File: src/hw/simd_consts.svh
// named constants of the safety input monitor display
`ifndef SIMD_CONSTS_SVH
`define SIMD_CONSTS_SVH
`define SIMD_CLK_KHZ      25000
`define SIMD_DEB_MS       10
`define SIMD_HOLD_MS      1000
`define SIMD_SAFETY_MON   12'h015
`define SIMD_PWR_STATUS   16'h0fff
`define SIMD_NUM_RST      12'h000
`define SIMD_NUM_STEP     12'h001
`define SIMD_CNT_ZERO     25'h0000000
`define SIMD_CNT_ONE      25'h0000001
`define SIMD_SEG_TOP      8'h01
`define SIMD_SEG_BOT      8'h08
`define SIMD_SEG_BLANK    8'h00
`define SIMD_KEY_MODE     0
`define SIMD_KEY_UP       1
`define SIMD_KEY_DOWN     2
`define SIMD_KEY_DATA     3
`define SIMD_NKEYS        4
`define SIMD_NPOS         8
`endif

File: src/hw/simd_pkg.sv
// types shared by the safety input monitor display
package simd_pkg;
    typedef logic [24:0] simd_cnt_t;
    // gray codes along status -> number -> data
    typedef enum logic [1:0] {
        SIMD_STATUS   = 2'b00,
        SIMD_MON_NUM  = 2'b01,
        SIMD_MON_DATA = 2'b11
    } simd_mode_e;
endpackage : simd_pkg

File: src/hw/simd_key_if.sv
// key events passed from the key filter to the display controller
`timescale 1ns/1ns
interface simd_key_if;
    logic mode_press;
    logic up_press;
    logic down_press;
    logic data_long;
    modport filt (output mode_press, output up_press, output down_press, output data_long);
    modport ctrl (input mode_press, input up_press, input down_press, input data_long);
endinterface : simd_key_if

File: src/hw/simd_key_filter.sv
// key debounce, press pulses and long-hold detect for the data key
`timescale 1ns/1ns
`include "simd_consts.svh"
module simd_key_filter #(
    parameter int DEB_CYC  = `SIMD_DEB_MS * `SIMD_CLK_KHZ,
    parameter int HOLD_CYC = `SIMD_HOLD_MS * `SIMD_CLK_KHZ
) (
    // clock and reset
    input  wire logic                     sys_clk,
    input  wire logic                     rst_b,
    // raw keys, high while pressed
    input  wire logic [`SIMD_NKEYS-1:0]   key_raw,
    // filtered events
    simd_key_if.filt                      k
);
    typedef struct packed {
        logic [`SIMD_NKEYS-1:0]                 stable;
        logic [`SIMD_NKEYS-1:0]                 press;
        simd_pkg::simd_cnt_t [`SIMD_NKEYS-1:0]  deb_cnt;
        simd_pkg::simd_cnt_t                    hold_cnt;
        logic                                   long_done;
        logic                                   long_p;
    } simd_filt_s;

    simd_filt_s st_q;
    simd_filt_s st_d;

    ////////////////////////////////////////////////////////////////////////
    // next state: bounces shorter than the debounce time never reach stable
    always_comb begin
        st_d       = st_q;
        st_d.press = '0;
        st_d.long_p = 1'b0;
        for (int i = 0; i < `SIMD_NKEYS; i++) begin
            if (key_raw[i] == st_q.stable[i]) begin
                st_d.deb_cnt[i] = `SIMD_CNT_ZERO;
            end else if (st_q.deb_cnt[i] >= simd_pkg::simd_cnt_t'(DEB_CYC - 1)) begin
                st_d.deb_cnt[i] = `SIMD_CNT_ZERO;
                st_d.stable[i]  = key_raw[i];
                st_d.press[i]   = key_raw[i];
            end else begin
                st_d.deb_cnt[i] = st_q.deb_cnt[i] + `SIMD_CNT_ONE;
            end
        end
        // long hold fires once per press; early release clears the count
        if (!st_q.stable[`SIMD_KEY_DATA]) begin
            st_d.hold_cnt  = `SIMD_CNT_ZERO;
            st_d.long_done = 1'b0;
        end else if (!st_q.long_done) begin
            if (st_q.hold_cnt >= simd_pkg::simd_cnt_t'(HOLD_CYC - 1)) begin
                st_d.long_p    = 1'b1;
                st_d.long_done = 1'b1;
            end else begin
                st_d.hold_cnt = st_q.hold_cnt + `SIMD_CNT_ONE;
            end
        end
    end

    // state register
    always_ff @(posedge sys_clk or negedge rst_b) begin
        if (!rst_b) begin
            st_q <= '0;
        end else begin
            st_q <= st_d;
        end
    end

    // event outputs
    assign k.mode_press = st_q.press[`SIMD_KEY_MODE];
    assign k.up_press   = st_q.press[`SIMD_KEY_UP];
    assign k.down_press = st_q.press[`SIMD_KEY_DOWN];
    assign k.data_long  = st_q.long_p;
endmodule : simd_key_filter

File: src/hw/simd_monitor.sv
// safety input monitor display: mode control and 7-segment drive
//
// What this block does
// - In monitor number mode, up and down keys step the monitor number; in data mode they are ignored.
// - Long data key on safety item number shows the live safety inputs.
// - Long data key while inputs are shown returns to the number.
// - Input ON lights only the top segment of its digit.
// - Input OFF lights only the bottom segment of its digit.
// - Position 1 shows input 1, position 2 input 2; 3 to 8 stay dark.
// - Power-up selection below 0fff starts on that monitor item's data.
// - Power-up selection 0fff starts in status display, baseblock or run.
`timescale 1ns/1ns
`include "simd_consts.svh"
module simd_monitor #(
    parameter int DEB_CYC  = `SIMD_DEB_MS * `SIMD_CLK_KHZ,
    parameter int HOLD_CYC = `SIMD_HOLD_MS * `SIMD_CLK_KHZ
) (
    // clock and reset
    input  wire logic                       sys_clk,
    input  wire logic                       rst_b,
    // operator keys, high while pressed
    input  wire logic                       key_mode,
    input  wire logic                       key_up,
    input  wire logic                       key_down,
    input  wire logic                       key_data,
    // safety inputs, high when terminals short-circuited (ON)
    input  wire logic                       safety_block_input_1,
    input  wire logic                       safety_block_input_2,
    // drive state and power-on selection
    input  wire logic                       run_active,
    input  wire logic [15:0]                power_on_monitor_select,
    // display, position 1 in bits 7:0, segments a..g in bits 0..6, dp bit 7
    output logic [`SIMD_NPOS*8-1:0]         disp_seg,
    output simd_pkg::simd_mode_e            disp_mode,
    output logic [11:0]                     monitor_number
);
    typedef struct packed {
        simd_pkg::simd_mode_e            mode;
        logic [11:0]                     num;
        logic                            init_done;
        logic [`SIMD_NPOS-1:0][7:0]      seg;
    } simd_ctrl_s;

    simd_ctrl_s st_q;
    simd_ctrl_s st_d;
    simd_key_if k ();

    ////////////////////////////////////////////////////////////////////////
    // key filtering
    simd_key_filter #(
        .DEB_CYC  (DEB_CYC),
        .HOLD_CYC (HOLD_CYC)
    ) u_keys (
        .sys_clk (sys_clk),
        .rst_b   (rst_b),
        .key_raw ({key_data, key_down, key_up, key_mode}),
        .k       (k)
    );

    // hex digit to segment pattern
    function automatic logic [7:0] simd_hex_seg(input logic [3:0] h);
        case (h)
            4'h0: simd_hex_seg = 8'h3f;
            4'h1: simd_hex_seg = 8'h06;
            4'h2: simd_hex_seg = 8'h5b;
            4'h3: simd_hex_seg = 8'h4f;
            4'h4: simd_hex_seg = 8'h66;
            4'h5: simd_hex_seg = 8'h6d;
            4'h6: simd_hex_seg = 8'h7d;
            4'h7: simd_hex_seg = 8'h07;
            4'h8: simd_hex_seg = 8'h7f;
            4'h9: simd_hex_seg = 8'h6f;
            4'ha: simd_hex_seg = 8'h77;
            4'hb: simd_hex_seg = 8'h7c;
            4'hc: simd_hex_seg = 8'h39;
            4'hd: simd_hex_seg = 8'h5e;
            4'he: simd_hex_seg = 8'h79;
            default: simd_hex_seg = 8'h71;
        endcase
    endfunction : simd_hex_seg

    // one safety input as a single top or bottom bar
    function automatic logic [7:0] simd_bar(input logic on);
        simd_bar = on ? `SIMD_SEG_TOP : `SIMD_SEG_BOT;
    endfunction : simd_bar

    ////////////////////////////////////////////////////////////////////////
    // next state
    always_comb begin
        st_d = st_q;
        if (!st_q.init_done) begin
            // first cycle after reset: apply the power-on selection
            st_d.init_done = 1'b1;
            if (power_on_monitor_select < `SIMD_PWR_STATUS) begin
                st_d.mode = simd_pkg::SIMD_MON_DATA;
                st_d.num  = power_on_monitor_select[11:0];
            end else begin
                st_d.mode = simd_pkg::SIMD_STATUS;
            end
        end else begin
            case (st_q.mode)
                simd_pkg::SIMD_STATUS: begin
                    if (k.mode_press) begin
                        st_d.mode = simd_pkg::SIMD_MON_NUM;
                    end
                end
                simd_pkg::SIMD_MON_NUM: begin
                    if (k.mode_press) begin
                        st_d.mode = simd_pkg::SIMD_STATUS;
                    end else if (k.data_long) begin
                        st_d.mode = simd_pkg::SIMD_MON_DATA;
                    end else if (k.up_press) begin
                        st_d.num = st_q.num + `SIMD_NUM_STEP;
                    end else if (k.down_press) begin
                        st_d.num = st_q.num - `SIMD_NUM_STEP;
                    end
                end
                simd_pkg::SIMD_MON_DATA: begin
                    if (k.mode_press) begin
                        st_d.mode = simd_pkg::SIMD_STATUS;
                    end else if (k.data_long) begin
                        st_d.mode = simd_pkg::SIMD_MON_NUM;
                    end
                end
                default: st_d.mode = simd_pkg::SIMD_STATUS;
            endcase
        end

        // segment image from the current mode; one cycle of latency
        st_d.seg = '0;
        case (st_q.mode)
            simd_pkg::SIMD_MON_NUM: begin
                for (int p = 0; p < 3; p++) begin
                    st_d.seg[p] = simd_hex_seg(st_q.num[p*4 +: 4]);
                end
                st_d.seg[3] = 8'h54;  // n
                st_d.seg[4] = 8'h3e;  // U
            end
            simd_pkg::SIMD_MON_DATA: begin
                // only the safety item is shown here; others stay dark
                if (st_q.num == `SIMD_SAFETY_MON) begin
                    st_d.seg[0] = simd_bar(safety_block_input_1);
                    st_d.seg[1] = simd_bar(safety_block_input_2);
                end
            end
            default: begin
                if (run_active) begin
                    st_d.seg[2] = 8'h50;  // r
                    st_d.seg[1] = 8'h1c;  // u
                    st_d.seg[0] = 8'h54;  // n
                end else begin
                    st_d.seg[1] = 8'h7c;  // b
                    st_d.seg[0] = 8'h7c;  // b
                end
            end
        endcase
    end

    // state register
    always_ff @(posedge sys_clk or negedge rst_b) begin
        if (!rst_b) begin
            st_q <= '{mode: simd_pkg::SIMD_STATUS, num: `SIMD_NUM_RST,
                      init_done: 1'b0, seg: '0};
        end else begin
            st_q <= st_d;
        end
    end

    // outputs straight from flops
    assign disp_seg       = st_q.seg;
    assign disp_mode      = st_q.mode;
    assign monitor_number = st_q.num;
endmodule : simd_monitor

File: config.mk
export PLATFORM = sky130hd
export DESIGN_NAME = simd_monitor
export DESIGN_NICKNAME = d
export VERILOG_FILES = /design/src/hw/simd_pkg.sv /design/src/hw/simd_key_if.sv /design/src/hw/simd_key_filter.sv /design/src/hw/simd_monitor.sv
export VERILOG_INCLUDE_DIRS = /design/src /design/src/hw
export SDC_FILE = /design/constraint.sdc
export NUM_CORES = 1
export LEC_CHECK = 0
export BUFFER_PORTS_ARGS = -buffer_cell sky130_fd_sc_hd__buf_4
export CORE_MARGIN = 2
export CORE_UTILIZATION = 53
export DETAILED_ROUTE_END_ITERATION = 10
export PLACE_DENSITY_LB_ADDON = 0.15
export SYNTH_ARGS = -nofsm -noshare
export SYNTH_HDL_FRONTEND = slang
export SYNTH_SLANG_ARGS = --single-unit
File: constraint.sdc
create_clock -name sys_clk -period 2.5 [get_ports sys_clk]
set_clock_uncertainty 0.1 [all_clocks]
set_input_delay 0.125 -clock sys_clk [delete_from_list [all_inputs] [get_ports sys_clk]]
set_output_delay 0.125 -clock sys_clk [all_outputs]
set_load 0.02 [all_outputs]
==> impl_metrics.json, run 1 <==
{
  "status": "complete, no violations",
  "tightest_slew_ns": 0.992,
  "ys_types": 63,
  "vias": 6619,
  "crit_arrival_ns": 2.62,
  "grt_antenna_before_repair": 0,
  "final_common_cell": "dfrtp_1",
  "min_delay_path_depth": 3,
  "crit_path_start_kind": "flop",
  "timing.slew.headroom_pct": 33.6,
  "synth_top_area_share_pct": 46.8,
  "r2r-end": "u_keys.st_q[23]",
  "r2r_slack_ns": 0.1,
  "synth_edf_count": 0,
  "grt_usage_pct": 20.0,
  "most-common-layout-cells": "170 x dfrtp_1, 102 x nor2_1, 102 x buf_4, 73 x nand2_1, 64 x conb_1",
  "die_h_um": 135,
  "clock-root-buffer": "clkbuf_16",
  "crit_slowest_cell": "or4_4",
  "gr-total-overflow": 0,
  "hold_violations": 0,
  "seqCellArea_mm2": 0.00428,
  "fin_ws_ns": 0.0980,
  "clk_latency_ns": 0.42,
  "cts_max_level": 4,
  "ys_seq_elements": 171,
  "hp-class": "input port to flop",
  "die_area_mm2": 0.0183,
  "fin_crit_ns": 2.40,
  "crit_chain": "or4_4, a2111oi_4, o22ai_2, or2_4, or4_4, mux2i_1",
  "ys_async_sr_fraction_pct": 100,
  "drive_gt1_share_pct": 15.5,
  "leakage_nw": 4.88,
  "max_cap_viol_count": 0,
  "hp-start": "power_on_monitor_select[10]",
  "dp_slack_ns": 0.0338,
  "diodes": 0,
  "seq_area_frac_synth_pct": 46.8,
  "clock_path_buffers": 2,
  "worstPathRequired_ns": 2.71,
  "syn2layout_area_growth_pct": 17.1,
  "ant_nets": 0,
  "p_per_area_mw_per_mm2": 832,
  "synth_flop_cell": "dfrtp_1",
  "hold_ws_ns": 0.0415,
  "synthCells": 925,
  "worstReg2RegStart": "u_keys.st_q[11]",
  "grt_max_degree": 66,
  "maxSlewViolCount": 0,
  "multi_input_comb_area_mm2": 0.00439,
  "start_util_pct": 53.5,
  "final_nets": 1084,
  "die_x_um": 135,
  "synth_area_leaders": "dfrtp_1 47%, buf_4 6.4%, xor2_1 5.4%",
  "ir_worst_vdd_uv": 519,
  "syn_area_mm2": 0.00915,
  "cts_inserted_buffers": 17,
  "routed_via_density": 5.23,
  "hpwl_um": 12400,
  "yosys_warnings": 0,
  "holdPathEnd": "monitor_number[10]",
  "syn_avg_cell_area_um2": 9.89,
  "clock-sinks": 171,
  "drt_iter0_drc": 317,
  "cp_slowest_stage_delay_ns": 0.53,
  "final_util_pct": 62.6,
  "timing.final.crit_share_pct": 96.1,
  "power.total_mw": 8.91,
  "fillCellCount": 1395,
  "grt_pass1_vias": 6047,
  "worstSetupEndpointType": "flop",
  "yosysTopAreaCell": "dfrtp_1",
  "drc": 0,
  "max_clock_freq_ghz": 0.416,
  "place.gp.congestion": 0.865,
  "path_max_fanout": 4,
  "clk_pin_slew_ns": 0.06,
  "core_area_mm2": 0.0171,
  "cpMostUsedCell": "or4_4",
  "cts_tree": "yes",
  "num_rows": 48,
  "io_pins": 103,
  "reg2regPathDepth": 6,
  "drt-pass1-iter-count": 5,
  "port_buffers": 67,
  "grt_pass1_wl_um": 29000,
  "criticalPathCategory": "flop to flop",
  "wire_per_inst_um": 14.0,
  "routed_wl_um": 17700,
  "setup_viol": 0
}
critical path, delay by kind of cell (launching register included):
kind / cells / cell delay [ns]
AO/OA/AOI/OAI: 2 / 0.37
flip-flops: 1 / 0.40
multiplexers: 1 / 0.12
AND/OR/NAND/NOR: 3 / 1.31
flip-flops by register name (all words and copies together) (netlist names):
| name | cells |
|---|---|
| u_keys.k.data_long | 1 |
| monitor_number | 12 |
| st_q | 1 |
| disp_mode | 2 |
| disp_seg | 22 |
| u_keys.k.up_press | 1 |
| u_keys.k.mode_press | 1 |
| u_keys.st_q | 130 |
| u_keys.k.down_press | 1 |
report_power, final:
group	total [mW]	leakage, nW	internal, mW	switching (mW)
clock network	2.80	0.297	1.73	1.07
registers	3.18	2.23	3.00	0.176
logic	2.93	2.35	1.28	1.65
layout make-up:
cell class	count	area share, %
clock buffers	22	4.33
multi-input cells	687	40.9
clock inverters	10	1.54
inverters	26	0.946
repair inverters	1	0.0701
well taps	225	2.63
flip-flops and latches	171	40.0
repair buffers	124	9.59
cell usage after synthesis, types with 22 or more instances:
cell type	n
xor2_1	56
nand3_1	42
nand2_1	73
o21ai_0	29
xnor2_1	35
a21oi_1	24
inv_1	25
ha_1	30
buf_4	78
clkbuf_1	22
nor2_1	102
dfrtp_1	171
per-stage QoR:
step                      setup TNS [ns]  instance area [um2]  instances
after floorplan                        0                 9380        987
after global placement                 0                 9840       1215
after detailed placement               0                 9840       1215
after global routing             -0.0321                10700       1266
final                                  0                10700       1266
after CTS                              0                10600       1264
worst max path at each step:
stage | cells past startpoint | slack (ns) | end | startpoint
6_report | 6 | 0.1 | u_keys.st_q[23] | u_keys.st_q[11]
5_1_grt | 8 | -0.02 | monitor_number[10] | u_keys.k.up_press
4_1_cts | 7 | 0.04 | monitor_number[9] | u_keys.k.up_press
3_5_place_dp | 7 | 0.03 | monitor_number[9] | u_keys.k.up_press
3_3_place_gp | 7 | 0.08 | monitor_number[9] | u_keys.k.up_press
2_1_floorplan | 7 | 0.03 | u_keys.st_q[23] | u_keys.st_q[2]
layer usage:
metal / share of wire (%) / vias up / wire (um) / global-route usage (%)
met5: 0 / - / 0 / 0
met4: 1.6 / 0 / 291 / 6.31
met3: 4.3 / 17 / 769 / 4.41
met2: 48 / 163 / 8480 / 32.5
met1: 46 / 3157 / 8150 / 26.9
li1: - / 3282 / - / -
cells by family (layout without fill, tap and decap cells):
family                   count (synthesis)  in the layout  synth area share, %
multiplexers                            23             23                 2.84
AO/OA/AOI/OAI                          111            111                 8.31
flip-flops                             171            171                 46.8
other                                    2             64               0.0821
buffers and inverters                  129            183                 8.49
AND/OR/NAND/NOR                        367            367                 20.5
XOR/XNOR                                91             91                 8.71
adder cells (fa/ha/maj)                 31             31                 4.32
what timing repair did:
item,CTS,global route
endpoints found under the setup margin,0,7
setup buffers,0,1
hold buffers,17,0
hold endpoints to repair,89,0
gates resized for setup,0,12
Power figures use the tool's default switching activity.
==> inputs of run 2 (changes only) <==
--- a/config.mk
+++ b/config.mk
@@ -7,8 +7,9 @@
 export NUM_CORES = 1
 export LEC_CHECK = 0
 export BUFFER_PORTS_ARGS = -buffer_cell sky130_fd_sc_hd__buf_4
-export CORE_MARGIN = 2
-export CORE_UTILIZATION = 53
+export CELL_PAD_IN_SITES_DETAIL_PLACEMENT = 0
+export CELL_PAD_IN_SITES_GLOBAL_PLACEMENT = 1
+export CORE_UTILIZATION = 50
 export DETAILED_ROUTE_END_ITERATION = 10
 export PLACE_DENSITY_LB_ADDON = 0.15
 export SYNTH_ARGS = -nofsm -noshare
==> constraint.sdc (replaced) <==
create_clock -name sys_clk -period 2.9 [get_ports sys_clk]
set_clock_uncertainty 0.1 [all_clocks]
set_input_delay 0.145 -clock sys_clk [delete_from_list [all_inputs] [get_ports sys_clk]]
set_output_delay 0.145 -clock sys_clk [all_outputs]
set_load 0.02 [all_outputs]
==> run 2 against run 1 <==
- sequential power decreased by 11%
- sequential share of layout area increased by 1.1 points
- clock power decreased by 18%
- first-iteration DRC count decreased by 1.6%
- routed wire length decreased by 2.7%
- flip-flop and latch count unchanged
- register-to-register slack improved by 0.16 ns
==> impl_metrics.json, run 2 (synthesized netlist as in run 1, its figures left out) <==
{
  "max_cap_viol_count": 0,
  "grt_pass1_wl_um": 29600,
  "largest_reg_flops": 130,
  "cts_tree": "yes",
  "drc": 0,
  "r2r_slack_ns": 0.26,
  "fin_crit_ns": 2.64,
  "clock-sinks": 171,
  "grt_pass1_vias": 6062,
  "routed_wl_um": 17200,
  "timing.final.crit_share_pct": 91.2,
  "postCtsSetupBuffers": 0,
  "cpLargestDelayFamily": "simple AND/OR/NAND/NOR gates",
  "crit_chain": "ha_1, a21o_1, a2111oi_4, o22ai_2, or2_4, or4_4, mux2i_1",
  "top_usage_layer": "met2",
  "hold_ws_ns": 0.0719,
  "vias": 6396,
  "startpoint": "u_keys.st_q[2]",
  "ant_nets": 0,
  "drt_iter0_drc": 312,
  "ir_worst_vdd_uv": 449,
  "cp.buffers_inverters": 0,
  "die_h_um": 137,
  "max_clock_freq_ghz": 0.378,
  "use_met2_pct": 32.4,
  "place.gp.congestion": 0.804,
  "setup_tns_ns": 0,
  "crit_slowest_cell": "or4_4",
  "die_x_um": 137,
  "maxSlewViolCount": 0,
  "worstSetupEndpointType": "flop",
  "criticalPathCategory": "flop to flop",
  "worstSetupEndpoint": "u_keys.st_q[23]",
  "status": "complete, no violations",
  "clock-root-buffer": "clkbuf_16",
  "crit_cells": 7,
  "hp-start": "power_on_monitor_select[6]",
  "hpwl_um": 12000,
  "rsz0062_at_grt": "false",
  "final_common_cell": "dfrtp_1",
  "cts_max_level": 4,
  "final_nets": 1065,
  "num_rows": 49,
  "use_met3_pct": 3.31,
  "timing.slew.headroom_pct": 56.5,
  "grt_max_degree": 68,
  "grt_usage_pct": 20.0,
  "tightest_slew_ns": 0.650,
  "io_pins": 103,
  "crit_path_start_kind": "flop",
  "most-common-layout-cells": "171 x dfrtp_1, 102 x nor2_1, 88 x buf_4, 73 x nand2_1, 64 x conb_1",
  "core_area_mm2": 0.0180,
  "clock_path_buffers": 2,
  "gr-total-overflow": 0,
  "reg2regPathDepth": 7,
  "cts_resized": 0,
  "path_max_fanout": 11,
  "leakage_nw": 4.77,
  "diodes": 0,
  "drt-pass1-iter-count": 4,
  "wire_per_inst_um": 13.8,
  "regMostFlops": "u_keys.st_q",
  "die_area_mm2": 0.0188,
  "r2r-end": "u_keys.st_q[23]",
  "clk_latency_ns": 0.42,
  "routed_via_density": 5.13,
  "hold_violations": 0,
  "hp-class": "input port to flop",
  "cp_slowest_stage_delay_ns": 0.51,
  "syn2layout_area_growth_pct": 14.0,
  "start_util_pct": 50.9,
  "p_per_area_mw_per_mm2": 709,
  "met1_usage_pct": 27.2,
  "worstPathRequired_ns": 3.11,
  "grt_antenna_before_repair": 0,
  "worstReg2RegStart": "u_keys.st_q[2]",
  "drive_gt1_share_pct": 13.0,
  "crit_arrival_ns": 2.85,
  "clk_pin_slew_ns": 0.06,
  "hold_buffers": 16,
  "port_buffers": 67,
  "setup_viol": 0,
  "cts_inserted_buffers": 17
}
run 2: tightest hold or removal path: cells and delay by family:
| kind | cells | cell delay, ns |
|---|---|---|
| and+or+nand+nor | 2 | 0.11 |
| buffers and inverters | 1 | 0.09 |
| AOI/OAI and AO/OA | 2 | 0.19 |
run 2: final cells by class:
type,count,area (um2)
clock buffers,19,443
fillers,1560,7530
well taps,229,287
repair buffers,106,852
flip-flops and latches,171,4280
multi-input cells,687,4330
clock inverters,10,145
inverters,26,97.6
run 2: power by group:
part / total (mW) / internal [mW] / switching [mW]
registers: 2.84 / 2.59 / 0.249
logic: 2.27 / 0.992 / 1.28
clock network: 2.29 / 1.37 / 0.921
total: 7.40 / 4.95 / 2.45
run 2: worst min-delay path by stage:
stage	end	slack (ns)	depth (start not counted)
detailed placement	disp_seg[4]	0.11	1
finish	monitor_number[6]	0.07	5
floorplan	disp_mode[0]	-0.25	0
CTS	monitor_number[6]	0.05	5
global route	disp_mode[1]	0.09	4
global placement	disp_seg[4]	0.1	1
run 2: routing by layer:
| metal | part of all wire (%) | vias up |
|---|---|---|
| met5 | 0 | - |
| met4 | 0.94 | 0 |
| met3 | 3.2 | 13 |
| met2 | 48 | 107 |
| met1 | 48 | 3035 |
| li1 | - | 3241 |
run 2: through the flow:
step	util (%)	power (mW)	setup slack [ns]	instances	instance area (um2)
finish	58.1	7.40	0.256	1248	10400
global route	58.1	7.87	0.113	1248	10400
CTS	58.1	7.48	0.247	1248	10400
detailed placement	53.9	5.13	0.254	1203	9680
global placement	53.9	5.13	0.301	1203	9680
floorplan	-	4.67	0.434	987	9380
==> inputs of run 3 (changes only) <==
--- a/config.mk
+++ b/config.mk
@@ -6,7 +6,7 @@
 export SDC_FILE = /design/constraint.sdc
 export NUM_CORES = 1
 export LEC_CHECK = 0
-export BUFFER_PORTS_ARGS = -buffer_cell sky130_fd_sc_hd__buf_4
+export BUFFER_PORTS_ARGS = -buffer_cell sky130_fd_sc_hd__buf_2
 export CELL_PAD_IN_SITES_DETAIL_PLACEMENT = 0
 export CELL_PAD_IN_SITES_GLOBAL_PLACEMENT = 1
 export CORE_UTILIZATION = 50
==> run 3 against run 2 <==
- die area did not move
- sequential share of layout area rose by 0.67 points
- critical path depth did not move
- clock power fell by 2%
- first-iteration DRC count rose by 27%
- maximum frequency rose by 1.5%
- non-clock buffer count fell by 1
- count of clock-buffer cells in the layout rose by 1
- highest routed layer unchanged
- design area fell by 1.6%
- final cell count rose by 0.16%
- worst setup slack improved by 0.039 ns
==> impl_metrics.json, run 3 (synthesized netlist as in run 1, its figures left out) <==
{
  "status": "complete, no violations",
  "die_x_um": 137,
  "worstSetupEndpoint": "u_keys.st_q[23]",
  "ir_worst_vdd_uv": 414,
  "reg2regPathDepth": 7,
  "clock-sinks": 171,
  "fin_ws_ns": 0.295,
  "startpoint": "u_keys.st_q[2]",
  "core_area_mm2": 0.0180,
  "gr-total-overflow": 0,
  "cts_inserted_buffers": 17,
  "maxSlewViolCount": 0,
  "clock_path_buffers": 2,
  "setup_viol": 0,
  "vias": 6419,
  "crit_path_start_kind": "flop",
  "diodes": 0,
  "multi_input_comb_area_mm2": 0.00433,
  "drt_iter0_drc": 397,
  "die_h_um": 137,
  "max_cap_viol_count": 0,
  "largest_reg_flops": 130,
  "place.gp.congestion": 0.800,
  "wl_met3_um": 577,
  "leakage_nw": 4.71,
  "most-common-layout-cells": "171 x dfrtp_1, 102 x nor2_1, 73 x nand2_1, 66 x buf_2, 64 x conb_1",
  "worstReg2RegStart": "u_keys.st_q[2]",
  "start_util_pct": 50.9,
  "r2r_slack_ns": 0.30,
  "syn2layout_area_growth_pct": 12.2,
  "dr.max_layer_used": "met4",
  "hold_buffers": 15,
  "final_nets": 1064,
  "grt_usage_pct": 19.5,
  "fillCellCount": 1610,
  "seqCellArea_mm2": 0.00428,
  "timing.final.crit_share_pct": 89.8,
  "drt-pass1-iter-count": 5,
  "die_area_mm2": 0.0188,
  "dp_slack_ns": 0.300,
  "final_util_pct": 57.1,
  "cts_max_level": 4,
  "layout.cells.non_filler": 1250,
  "path_max_fanout": 8,
  "wl_met1_um": 8240,
  "fin_crit_ns": 2.60,
  "rsz0062_at_grt": "false",
  "wire_per_inst_um": 13.7,
  "p_per_area_mw_per_mm2": 706,
  "timing.slew.headroom_pct": 39.8,
  "dp.cells": 1203,
  "cts_resized": 0,
  "clock-root-buffer": "clkbuf_16",
  "hp-class": "input port to flop",
  "grt_max_degree": 93,
  "final_common_cell": "dfrtp_1",
  "num_rows": 49,
  "cts_tree": "yes",
  "clk_latency_ns": 0.42,
  "worstPathRequired_ns": 3.11,
  "drive_gt1_share_pct": 13.1,
  "criticalPathCategory": "flop to flop",
  "max_clock_freq_ghz": 0.384,
  "wl_met2_um": 8220,
  "routed_wl_um": 17200,
  "routed_via_density": 5.14,
  "port_buffers": 67,
  "setup_tns_ns": 0,
  "hold_violations": 0,
  "ant_nets": 0,
  "crit_arrival_ns": 2.81,
  "drc": 0,
  "worstSetupEndpointType": "flop",
  "grt_pass1_wl_um": 28700,
  "clk_pin_slew_ns": 0.07,
  "io_pins": 103,
  "hpwl_um": 12100,
  "r2r-end": "u_keys.st_q[23]",
  "grt_antenna_before_repair": 0,
  "grt_pass1_vias": 5912,
  "regMostFlops": "u_keys.st_q",
  "postCtsSetupBuffers": 0,
  "tightest_slew_ns": 0.903
}
[run 3: routing by layer]
layer / vias to the layer above / GRT usage (%)
met1: 3046 / 26.7
met3: 11 / 3.97
li1: 3231 / -
met4: 0 / 4.95
met2: 131 / 31.5
met5: - / 0
[run 3: how the worst min path moves through the flow]
stage	start	end	slack [ns]	cells after the start
finish	power_on_monitor_select[11]	monitor_number[11]	0.03	4
global route	power_on_monitor_select[11]	monitor_number[11]	0.03	4
CTS	power_on_monitor_select[11]	monitor_number[11]	0.01	4
detailed placement	rst_b	disp_seg[4]	0.19	1
global placement	rst_b	disp_seg[1]	0.18	1
floorplan	rst_b	disp_mode[0]	-0.25	0
[run 3: area by class of cell]
cell class | instances | share of cell area (%)
inverters | 26 | 0.951
flip-flops and latches | 171 | 41.7
well taps | 229 | 2.79
clock inverters | 12 | 1.34
clock buffers | 20 | 4.35
multi-input cells | 687 | 42.2
repair buffers | 105 | 6.72
[run 3: power breakdown]
| group | internal, mW | leakage (nW) | switching, mW |
|---|---|---|---|
| clock network | 1.30 | 0.282 | 0.946 |
| logic | 0.884 | 2.20 | 1.28 |
| registers | 2.59 | 2.23 | 0.242 |
[run 3: worst max-delay path: stages (launching register included)]
cell and delay (ns):
dfrtp_1 0.43, ha_1 0.28, a21o_1 0.20, a2111oi_4 0.35, o22ai_2 0.20, or2_4 0.28
or4_4 0.52, mux2i_1 0.13
[run 3: metrics by stage]
stage	hold WS [ns]	power, mW	instance area (um2)
6_report	0.0319	7.24	10300
5_1_grt	0.0265	7.69	10300
4_1_cts	0.0121	7.34	10300
3_5_place_dp	0.192	5.03	9530
3_3_place_gp	0.184	5.02	9530
2_1_floorplan	-0.251	4.67	9380
